File: config.mk
export PLATFORM = sky130hd
export DESIGN_NAME = sfwl_loader
export DESIGN_NICKNAME = d
export VERILOG_FILES = /design/src/design/sfwl_pkg.sv /design/src/design/sfwl_loader.sv
export VERILOG_INCLUDE_DIRS = /design/src /design/src/design
export SDC_FILE = /design/constraint.sdc
export NUM_CORES = 1
export LEC_CHECK = 0
export BUFFER_PORTS_ARGS = -buffer_cell sky130_fd_sc_hd__clkbuf_2
export CORE_UTILIZATION = 64
export CTS_CLUSTER_DIAMETER = 100
export DETAILED_ROUTE_END_ITERATION = 10
export PLACE_DENSITY = 0.94
export SLEW_MARGIN = 25
export SYNTH_ARGS = -nofsm -noshare
export SYNTH_HDL_FRONTEND = slang
export SYNTH_SLANG_ARGS = --single-unit
export TNS_END_PERCENT = 5
File: constraint.sdc
create_clock -name clk -period 4.5 [get_ports clk]
set_input_delay 0.45 -clock clk [delete_from_list [all_inputs] [get_ports clk]]
set_output_delay 0.45 -clock clk [all_outputs]
set_load 0.02 [all_outputs]
File: src/design/sfwl_regs.svh
/*
 * constants of the serial flash write loader: protocol bytes, error codes,
 * blank-region bounds and the default baud divisor.
 * assumes inclusion by design/sfwl_pkg.sv and the loader module.
 */
`ifndef SFWL_REGS_SVH
`define SFWL_REGS_SVH

// ----------------------------------------------------------------
// protocol bytes
// ----------------------------------------------------------------
`define SFWL_MATCH_BYTE     8'h5A
`define SFWL_RATE_DEFAULT   8'h28
`define SFWL_CMD_WRITE      8'h30
`define SFWL_START_MARK     8'h3A
`define SFWL_ERR_A1         8'hA1
`define SFWL_ERR_A3         8'hA3
`define SFWL_ERR_RATE       8'h62
`define SFWL_ERR_CMD        8'h63
`define SFWL_ERR_REPEAT     2'h3
`define SFWL_REC_DATA       8'h00
`define SFWL_REC_END        8'h01

// ----------------------------------------------------------------
// blank region and timing
// ----------------------------------------------------------------
`define SFWL_BLANK_FIRST    16'hFFE0
`define SFWL_BLANK_LAST     16'hFFFF
`define SFWL_ERASED         8'hFF
`define SFWL_CLK_HZ         100000000
`define SFWL_BAUD_INIT      9600
`define SFWL_DIV_INIT       (`SFWL_CLK_HZ / `SFWL_BAUD_INIT)

`endif

File: src/design/sfwl_pkg.sv
/*
 * types of the serial flash write loader.
 * assumes the constants header sits beside it.
 */
`include "sfwl_regs.svh"
package sfwl_pkg;
    // ----------------------------------------------------------------
    // loader states
    // ----------------------------------------------------------------
    typedef enum logic [4:0] {
        SFWL_MATCH, SFWL_ECHO_MATCH, SFWL_RATE, SFWL_ECHO_RATE, SFWL_CMD, SFWL_ECHO_CMD,
        SFWL_ADDR, SFWL_BLANK, SFWL_CNT_RD, SFWL_PW_RX, SFWL_PW_RD,
        SFWL_HUNT, SFWL_REC, SFWL_WR, SFWL_SUM_HI, SFWL_SUM_LO, SFWL_ERR_TX, SFWL_HALT
    } sfwl_state_t;

    // memory request towards the flash array
    typedef struct packed {
        logic        rd;     // read request, data next cycle
        logic        wr;     // program request, one cycle
        logic [15:0] addr;   // byte address
        logic [7:0]  wdata;  // program data
    } sfwl_mem_req_t;

    // byte from the receiver
    typedef struct packed {
        logic       valid;   // one-cycle pulse
        logic       err;     // framing or parity error
        logic [7:0] data;    // received byte
    } sfwl_rx_t;
endpackage

File: src/design/sfwl_loader.sv
/*
 * serial flash write loader: the byte-level protocol of the write command.
 * assumes an external uart that delivers received bytes as one-cycle pulses,
 * accepts a byte when tx_ready is high, and uses baud_div as its divisor;
 * the uart performs the start-bit timing of the match byte itself and only
 * reports match_seen. flash answers reads one cycle after the request.
 * checksum arithmetic is the sum of all programmed bytes.
 */
`timescale 1ns/1ns
`include "sfwl_regs.svh"
module sfwl_loader
    import sfwl_pkg::*;
#(
    parameter int unsigned DIV_W = 16
) (
    input  wire logic             clk,
    input  wire logic             rst_n,
    input  wire logic             ce,          // freezes all state when low
    input  wire sfwl_rx_t         rx,          // received byte, same clock
    input  wire logic             match_seen,  // uart saw a rate-training byte
    input  wire logic             secure,      // security protection enabled
    input  wire logic [7:0]       rate_ok,     // rate code suits our clock
    input  wire logic [DIV_W-1:0] rate_div,    // divisor of that rate code
    input  wire logic             tx_ready,    // uart can take a byte
    output logic                  tx_valid,    // byte offered to uart
    output logic [7:0]            tx_data,     // byte to send
    output logic [DIV_W-1:0]      baud_div,    // current uart divisor
    output sfwl_mem_req_t         mem,         // flash request
    input  wire logic [7:0]       mem_rdata,   // flash read data
    output logic                  halted       // loader stopped until reset
);
    // ----------------------------------------------------------------
    // state
    // ----------------------------------------------------------------
    sfwl_state_t      state, next_state;         // protocol step
    logic [7:0]       echo, next_echo;           // final error code of the burst
    logic [1:0]       rep, next_rep;             // error code repeat count
    logic [1:0]       phase, next_phase;         // error group A1/A3/final
    logic [1:0]       idx, next_idx;             // address byte / field index
    logic [15:0]      cnt_addr, next_cnt_addr;   // password count address
    logic [15:0]      cmp_addr, next_cmp_addr;   // password compare address
    logic [15:0]      ptr, next_ptr;             // memory walk pointer
    logic [7:0]       left, next_left;           // bytes left in field
    logic [7:0]       pw, next_pw;               // received password byte
    logic [7:0]       rtype, next_rtype;         // record type
    logic [7:0]       rsum, next_rsum;           // record checksum
    logic [15:0]      sum, next_sum;             // programmed-byte sum
    logic [DIV_W-1:0] div, next_div;             // uart divisor
    logic             rd_wait, next_rd_wait;     // flash read in flight
    logic [7:0]       txb, next_txb;             // registered tx data

    // byte classification shared by every step
    wire logic rx_ok  = rx.valid && !rx.err;
    wire logic rx_bad = rx.valid && rx.err;
    wire logic sent   = tx_valid && tx_ready;

    // ----------------------------------------------------------------
    // next-state logic
    // ----------------------------------------------------------------
    // one combinational step covers every protocol state
    always_comb begin
        next_state = state; next_echo = echo; next_rep = rep; next_phase = phase;
        next_idx = idx; next_cnt_addr = cnt_addr; next_cmp_addr = cmp_addr;
        next_ptr = ptr; next_left = left; next_pw = pw; next_rtype = rtype;
        next_rsum = rsum; next_sum = sum; next_div = div; next_rd_wait = 1'b0;
        next_txb = txb;
        mem = '0;
        tx_valid = 1'b0;
        unique case (state)
            // idle after reset: only a clean 5AH wakes us
            SFWL_MATCH: begin
                // uart trained on a 5AH-shaped byte; only a clean 5AH counts
                if (rx_ok && rx.data == `SFWL_MATCH_BYTE) begin
                    next_div   = DIV_W'(`SFWL_DIV_INIT);
                    next_txb   = rx.data;
                    next_state = SFWL_ECHO_MATCH;
                end
            end
            // hold the echo until the uart takes it
            SFWL_ECHO_MATCH: begin
                tx_valid = 1'b1;
                if (sent) next_state = SFWL_RATE;
            end
            // rate code decides echo or error burst
            SFWL_RATE: begin
                if (rx_ok && rate_ok[0]) begin
                    next_txb = rx.data; next_state = SFWL_ECHO_RATE;
                end else if (rx.valid) begin
                    // wrong code for our clock, or a broken byte
                    next_echo = `SFWL_ERR_RATE; next_txb = `SFWL_ERR_A1;
                    next_rep = 2'h0; next_phase = 2'h0; next_state = SFWL_ERR_TX;
                end
            end
            // echo the code, then change divisor
            SFWL_ECHO_RATE: begin
                tx_valid = 1'b1;
                // switch only after the echo left at the old rate
                if (sent) begin
                    next_div = rate_div; next_state = SFWL_CMD;
                end
            end
            // only the write command is served here
            SFWL_CMD: begin
                if (rx_ok && rx.data == `SFWL_CMD_WRITE) begin
                    next_txb = rx.data; next_state = SFWL_ECHO_CMD;
                end else if (rx.valid) begin
                    next_echo = `SFWL_ERR_CMD; next_txb = `SFWL_ERR_A1;
                    next_rep = 2'h0; next_phase = 2'h0; next_state = SFWL_ERR_TX;
                end
            end
            // echo the command, then check protection
            SFWL_ECHO_CMD: begin
                tx_valid = 1'b1;
                if (sent) begin
                    next_idx = 2'h0;
                    // protected part refuses to write: halt at once
                    next_state = secure ? SFWL_HALT : SFWL_ADDR;
                end
            end
            // count and compare addresses, silent
            SFWL_ADDR: begin
                // four address bytes, high half first, no reply
                if (rx_bad) next_state = SFWL_HALT;
                else if (rx_ok) begin
                    unique case (idx)
                        2'h0: next_cnt_addr[15:8] = rx.data;
                        2'h1: next_cnt_addr[7:0]  = rx.data;
                        2'h2: next_cmp_addr[15:8] = rx.data;
                        2'h3: next_cmp_addr[7:0]  = rx.data;
                    endcase
                    next_idx = idx + 2'h1;
                    if (idx == 2'h3) begin
                        next_ptr = `SFWL_BLANK_FIRST; next_state = SFWL_BLANK;
                    end
                end
            end
            // blank check, two cycles per location;
            // bytes that arrive during the scan are dropped,
            // harmless while a line byte outlasts the scan
            SFWL_BLANK: begin
                // scan FFE0H..FFFFH; any programmed byte forces a password
                if (!rd_wait) begin
                    mem.rd = 1'b1; mem.addr = ptr; next_rd_wait = 1'b1;
                end else if (mem_rdata != `SFWL_ERASED) begin
                    mem.rd = 1'b1; mem.addr = cnt_addr; next_rd_wait = 1'b1;
                    next_state = SFWL_CNT_RD;
                end else if (ptr == `SFWL_BLANK_LAST) begin
                    next_state = SFWL_HUNT;
                end else next_ptr = ptr + 16'h1;
            end
            // password count arrives from flash
            SFWL_CNT_RD: begin
                if (rd_wait) begin
                    next_left = mem_rdata; next_ptr = cmp_addr;
                    // zero count is an address fault, treat as password error
                    next_state = (mem_rdata == 8'h00) ? SFWL_HALT : SFWL_PW_RX;
                end
            end
            // one password byte, then fetch its partner
            SFWL_PW_RX: begin
                if (rx_bad) next_state = SFWL_HALT;
                else if (rx_ok) begin
                    next_pw = rx.data; mem.rd = 1'b1; mem.addr = ptr;
                    next_rd_wait = 1'b1; next_state = SFWL_PW_RD;
                end
            end
            // compare against flash;
            // mismatch halts quietly, nothing is revealed
            SFWL_PW_RD: begin
                if (mem_rdata != pw) next_state = SFWL_HALT;
                else begin
                    next_ptr = ptr + 16'h1; next_left = left - 8'h1;
                    next_state = (left == 8'h1) ? SFWL_HUNT : SFWL_PW_RX;
                end
            end
            // record hunt: wait for the start mark;
            // garbage between records is normal, not an error
            SFWL_HUNT: begin
                // any clean byte but the start mark is dropped unanswered; a broken byte halts
                if (rx_bad) next_state = SFWL_HALT;
                else if (rx_ok && rx.data == `SFWL_START_MARK) begin
                    next_idx = 2'h0; next_state = SFWL_REC;
                end
            end
            // record header, summed for the record check;
            // an unknown type halts at once
            SFWL_REC: begin
                // header fields: length, addr hi, addr lo, type
                if (rx_bad) next_state = SFWL_HALT;
                else if (rx_ok) begin
                    next_rsum = (idx == 2'h0) ? rx.data : rsum + rx.data;
                    unique case (idx)
                        2'h0: next_left = rx.data;
                        2'h1: next_ptr[15:8] = rx.data;
                        2'h2: next_ptr[7:0] = rx.data;
                        2'h3: begin
                            next_rtype = rx.data;
                            if (rx.data != `SFWL_REC_DATA && rx.data != `SFWL_REC_END)
                                next_state = SFWL_HALT;
                            else next_state = SFWL_WR;
                        end
                    endcase
                    next_idx = idx + 2'h1;
                end
            end
            // program data, last byte closes the record;
            // a bad record sum halts silently
            SFWL_WR: begin
                // data bytes, then the record checksum byte
                if (rx_bad) next_state = SFWL_HALT;
                else if (rx_ok) begin
                    next_rsum = rsum + rx.data;
                    if (left != 8'h00) begin
                        mem.wr = 1'b1; mem.addr = ptr; mem.wdata = rx.data;
                        next_ptr = ptr + 16'h1; next_left = left - 8'h1;
                        next_sum = sum + {8'h00, rx.data};
                    end else if (rsum + rx.data != 8'h00) next_state = SFWL_HALT;
                    else if (rtype == `SFWL_REC_END) begin
                        next_txb = sum[15:8]; next_state = SFWL_SUM_HI;
                    end else next_state = SFWL_HUNT;
                end
            end
            // checksum high byte first
            SFWL_SUM_HI: begin
                tx_valid = 1'b1;
                if (sent) begin
                    next_txb = sum[7:0]; next_state = SFWL_SUM_LO;
                end
            end
            // low byte, then back to command wait
            SFWL_SUM_LO: begin
                tx_valid = 1'b1;
                if (sent) begin
                    next_sum = 16'h0000; next_state = SFWL_CMD;
                end
            end
            // error burst: three of each code;
            // txb loads one step ahead so tx_data never glitches
            SFWL_ERR_TX: begin
                tx_valid = 1'b1;
                if (sent) begin
                    next_rep = rep + 2'h1;
                    if (rep == `SFWL_ERR_REPEAT - 2'h1) begin
                        next_rep = 2'h0; next_phase = phase + 2'h1;
                        next_txb = (phase == 2'h0) ? `SFWL_ERR_A3 : echo;
                        if (phase == 2'h2) next_state = SFWL_HALT;
                    end
                end
            end
            SFWL_HALT: ;
        endcase
    end

    // ----------------------------------------------------------------
    // registers
    // ----------------------------------------------------------------
    // synchronous reset; ce low holds everything
    // one flop bank, so every state bit freezes together
    always_ff @(posedge clk) begin
        if (!rst_n) begin
            state <= SFWL_MATCH; echo <= 8'h00; rep <= 2'h0; phase <= 2'h0;
            idx <= 2'h0; cnt_addr <= 16'h0000; cmp_addr <= 16'h0000;
            ptr <= 16'h0000; left <= 8'h00; pw <= 8'h00; rtype <= 8'h00;
            rsum <= 8'h00; sum <= 16'h0000; div <= DIV_W'(`SFWL_DIV_INIT);
            rd_wait <= 1'b0; txb <= 8'h00;
        end else if (ce) begin
            state <= next_state; echo <= next_echo; rep <= next_rep;
            phase <= next_phase; idx <= next_idx; cnt_addr <= next_cnt_addr;
            cmp_addr <= next_cmp_addr; ptr <= next_ptr; left <= next_left;
            pw <= next_pw; rtype <= next_rtype; rsum <= next_rsum;
            sum <= next_sum; div <= next_div; rd_wait <= next_rd_wait;
            txb <= next_txb;
        end
    end

    // match_seen only matters to the uart's own training; kept for visibility
    // data outputs straight from registers
    assign tx_data  = txb;
    assign baud_div = div;
    assign halted   = (state == SFWL_HALT);
    wire logic unused_ok = match_seen ^ (|rate_ok[7:1]);
endmodule

### After elaboration in Yosys (flattened, before gate mapping)

Cells that the tools add are included.
Widths: inputs -> output; s select.

* $add $sub $neg: 7
* eq/ne operators: 77
* multiplexer cells: 128
* bitwise logic cells: 1
* reductions and logical operators: 47

Operator list (number)
* $mux 16: 23
* $mux 8: 33
* $mux 5: 33
* $pmux 16 s6: 1
* $pmux 5 s16: 1
* $mux 25: 3
* $ne 2x2->1 const B: 33
* $pmux 16 s2: 2
* $pmux 16 s3: 1
* $pmux 8 s6: 1
* $eq 5x4->1 const B: 8
* $mux 2: 16
* $pmux 8 s2: 2
* $pmux 8 s4: 1
* $reduce_and 16->1: 2
* $reduce_and 5->1: 6
* $ne 3x3->1 const B: 9
* $reduce_and 6->1: 4
* $reduce_bool 8->1: 3
* $reduce_and 21->1: 1
* $eq 5x3->1 const B: 4
* $pmux 2 s3: 3
* $add 16x1->16 const B: 1
* $add 16x8->16: 1
* other kinds (36): 68

* register bits: 140
* bits of input ports: 48
* output and inout port bits: 52
* word-level logic and storage cells: 279

### Logic depth before layout (Yosys ltp)

* word-level depth: 7
* gate-level depth with buffers: 11
* gate-level depth less buffers: 9

### Worst setup path after synthesis

Ideal clock, no wire load.

* kind: input to register
* start: input rx[0] (netlist bit)
* end: register txb[6] (netlist: tx_data[6])
* setup time: 0.126 ns
* data arrival time: 2.946 ns
* data required time: 4.374 ns
* path slack: 1.429 ns
* stages: 9
* path buffers: 0
* cells stage by stage: ha_1 fa_1 a211oi_1 or4b_1 o2111ai_1 or4b_4 o31ai_4 o211a_1 o32ai_1

* word-level cells in the longest chain between the ends: 4
* elaborated cells on any way between the ends: 11
* classes of those cells: add/sub (1); eq/ne (4); mux (2); reduce/logical (4)

Ends and longest elaborated chain
* start, declared: line sfwl_loader.sv:19 `input wire sfwl_rx_t rx,`
* $add 8x8->8, or another cell as far along: line sfwl_loader.sv:217 `end else if (rsum + rx.data != 8'h00) next_state = SFWL_HALT;`
* $reduce_bool 8->1 / $logic_and 1x1->1 (equally long branches)
* $ne 2x2->1 (no line) / $mux 8 (equally long branches)
* $reduce_and 11->1 (no line) / $pmux 8 s6 (equally long branches)
* end signal, assigned: line sfwl_loader.sv:272 `txb <= next_txb;`
* end, declared: line sfwl_loader.sv:50 `logic [7:0] txb, next_txb;`

Parallel ways exist; a longest one is shown, timed or not.
A chain may end at the register's enable or synchronous reset.

==> metrics.csv <==
stage,metric,value,unit
synth,synth-compound-area-share,24.0,%
synth,ys_seq_area_share,32.0,%
power_and_ir_drop,totalPowerFinal,0.00306,W
routing,postRouteAntennaNets,0,
synth,synthXorXnorAreaFrac,3.03,%
sta,tns,0,ns
worst_setup_path,critical_path_class,register to output port,
place,numPortBuffers,91,
global_route,overflow,0,
place,hpwl,17000,um
global_route,grt_max_degree,42,
floorplanning,die_area,13500,sq um
routing,dr.pass1.iters,7,
final_layout,nets,1206,
sta,fmax,269,MHz
sta,slew-limit-headroom,39.1,%
synth,synth_mux_area_share,4.42,%
floorplanning,dieHeight,116,um
sta,worst_pin_slew,0.912,ns
worst_setup_path,critical-path-slowest-cell,dfxtp_1,
worst_setup_path,worst_ep_required_time,4.05,ns
sta,hold_viol,0,
clock_tree,h-tree-depth,4,
global_route,grt_first_pass_wirelength,40500,um
synth,ys_types,91,
floorplanning,core_area,12700,sq um
place,gp_congestion,0.985,
sta,rsz0062_at_grt,false,
global_route,grt_pass1_vias,8149,
final_layout,antennaDiodeCount,0,
routing,via_count,8934,
clock_tree,clk_latency,0.43,ns
clock_tree,cts_buffers,17,
global_route,grt_util_all_layers,38.8,%
synth,ys_seq_elements,134,
clock_tree,path_clk_slew,0.06,ns
sta,slew_viol_final,0,
synth,yosys_warnings,0,
synth,synthesis.area,8370,sq um
floorplanning,die_w,116,um
routing,drt_wl_total,25800,um
routing,drc_errors,0,
synth,synth.avg_cell_area,7.79,sq um
synth,async_reset_ff_share,0,%
routing,drt_iter0_drc,1277,
floorplanning,ioPinCount,100,
sta,clock-skew-final,0.00780,ns
routing,avgRoutedWirePerCell,19.6,um
worst_setup_path,crit_path_max_fanout,25,
power_and_ir_drop,ir_worst_vdd,0.383,mV
sta,final-setup-viol-count,0,
worst_setup_path,worstSetupStartpointType,register,
sta,final.period_utilization,82.7,%
sta,min_period,3.72,ns
global_route,antenna_found_initial,0,
hold_path,hp-class,input pin to register,
final_layout,drive_above_1_share,15.1,%
worst_setup_path,path_buf_inv,1,
floorplanning,rows,41,
synth,yosys.area_share.simple,27.2,%
clock_tree,cts_resized,0,
clock_tree,cts_hold_buf,0,
synth,synth_top_family_by_area,simple AND/OR/NAND/NOR gates,
clock_tree,tritoncts,yes,
clock_tree,cts_setup_buffers,0,
status,status,"complete, no violations",
worst_setup_path,worstPathArrival,3.27,ns
worst_setup_path,crit_path_cell_trace,nand3b_1 > a211oi_1 > and2_1 > a22o_1 > clkbuf_2,
worst_setup_path,critPathTopFamily,simple AND/OR/NAND/NOR gates,
clock_tree,clockBufferDepth,2,
synth,synth_edf_count,0,
synth,synthFlopType,dfxtp_1,
synth,synthAdderAreaFrac,4.07,%
clock_tree,cts_sinks,134,
synth,synthCells,1075,
floorplanning,start_util,66.1,%
worst_setup_path,max_stage_delay,0.91,ns
clock_tree,root_buffer,clkbuf_16,
final_layout,area_delta_synth_final,13.4,%
run,maxCapViolations,0,
synth,synth_fp_nets,1149,
power_and_ir_drop,p_per_area,322,nW/um^2
worst_setup_path,worstSetupEndpointType,output port,
routing,via_per_inst,6.78,
power_and_ir_drop,p_leak,3.52,nW
## worst paths after layout
path,from,to,depth (start not counted),slack (ns)
setup / recovery,state[1],mem[20],5,0.78
hold / removal,rate_div[13],baud_div[13],3,0.30
setup reg to reg,state[1],ptr[8],7,1.06
hold reg to reg,cnt_addr[15],cnt_addr[15],2,0.45
## metrics by stage
stage | instance area (sq um) | utilization [%] | hold WS (ns) | cells | setup WS, ns
final | 9500 | 74.9 | 0.297 | 1317 | 0.777
after global routing | 9500 | 74.9 | 0.313 | 1317 | 0.611
after CTS | 9490 | 74.9 | 0.293 | 1317 | 0.841
after detailed placement | 8830 | 69.7 | 0.446 | 1285 | 0.863
after global placement | 8830 | 69.7 | 0.443 | 1285 | 1.05
after floorplan | 8370 | - | 0.436 | 1075 | 1.43
## power breakdown
part	switching, W	internal [W]	leakage (nW)	total, W
clock network	0.000536	0.00104	0.311	0.00158
logic	0.000184	0.0000927	2.13	0.000277
registers	0.0000139	0.00120	1.08	0.00121
total	0.000734	0.00233	3.52	0.00306
## placed cells by master (no fill, tap or decap), types with 7 or more instances in the layout
cell,synthesis,final
nand2_1,141,141
dfxtp_1,134,134
nor2_1,113,112
clkbuf_2,0,91
a21oi_1,84,84
nand3_1,53,53
o21ai_0,50,50
mux2i_1,37,37
nor3_1,27,27
and2_1,25,25
ha_1,24,24
a211oi_1,20,20
inv_1,19,19
buf_4,2,19
xnor2_1,18,18
a22o_1,17,17
clkbuf_16,0,17
a221oi_1,12,12
o22ai_1,12,12
or3_1,11,11
xor2_1,11,11
nor2b_1,10,10
and3_1,10,10
nand4_1,10,10
o211ai_1,10,10
nand2b_1,9,9
o32ai_1,9,9
o31ai_1,9,9
nor4_1,7,7
## synthesized netlist by cell type, types with 4 or more instances
cell       count  area, sq um
o22ai_1       12         75.1
o211ai_1      10         75.1
nor4_1         7         43.8
a222oi_1       6         60.1
nand3b_1       6         45.0
nand2_1      141          529
nand3_1       53          265
a21o_1         5         37.5
xnor2_1       18          158
dfxtp_1      134         2680
ha_1          24          300
o2111ai_1      5         43.8
a22oi_1        6         45.0
nor2b_1       10         62.6
clkbuf_4       4         30.0
a211oi_1      20          150
buf_1          4         15.0
o21ai_0       50          250
nand2b_1       9         56.3
nor2_1       113          424
a21oi_1       84          420
clkbuf_8       4         55.1
o311ai_0       6         52.6
o32ai_1        9         78.8
xor2_1        11         96.3
nand4_1       10         62.6
or3_1         11         68.8
or2_2          6         37.5
buf_2         14         70.1
o21bai_1       4         30.0
clkbuf_1      43          161
mux2i_1       37          370
a22o_1        17          149
inv_1         19         71.3
a31oi_1        4         25.0
and3_1        10         62.6
o31ai_1        9         67.6
and2_1        25          156
a221oi_1      12          105
nor3_1        27          135
## worst min-delay path, stage by stage
cell and delay [ns]:
clkbuf_2 0.07, nor3_1 0.04, o21ai_0 0.12
## flip-flops by register name, indices dropped and copies added, names as in the netlist, 2 cells and up
signal,count
rsum,8
left,8
echo,2
state,5
rtype,8
baud_div,16
tx_data,8
sum,16
cmp_addr,16
idx,2
pw,8
rep,2
ptr,16
phase,2
cnt_addr,16
## logic make-up (layout without fill, tap and decap cells)
| family | count (synthesis) | in the layout |
|---|---|---|
| simple gates | 463 | 463 |
| mux | 37 | 37 |
| buf+inv | 92 | 162 |
| xor+xnor | 29 | 29 |
| fa+ha+maj | 26 | 26 |
| flops | 134 | 134 |
| compound gates | 294 | 294 |
## per-layer routing
| layer | up-vias | GRT usage (%) | part of all wire [%] | wire length, um |
|---|---|---|---|---|
| li1 | 4062 | - | - | - |
| met1 | 4122 | 49.0 | 39 | 10000 |
| met2 | 631 | 59.1 | 45 | 11500 |
| met3 | 119 | 10.3 | 12 | 3000 |
| met4 | 0 | 23.6 | 4.6 | 1190 |
| met5 | - | 0 | 0 | 0 |
## final cells by class
cell class / count / area [sq um]
Clock buffer: 20 / 437
Clock inverter: 12 / 225
Fill cell: 951 / 3180
Inverter: 20 / 76.3
Multi-Input combinational cell: 849 / 5260
Sequential cell: 134 / 2680
Tap cell: 172 / 215
Timing Repair Buffer: 110 / 598
Power figures use the tool's default switching activity.
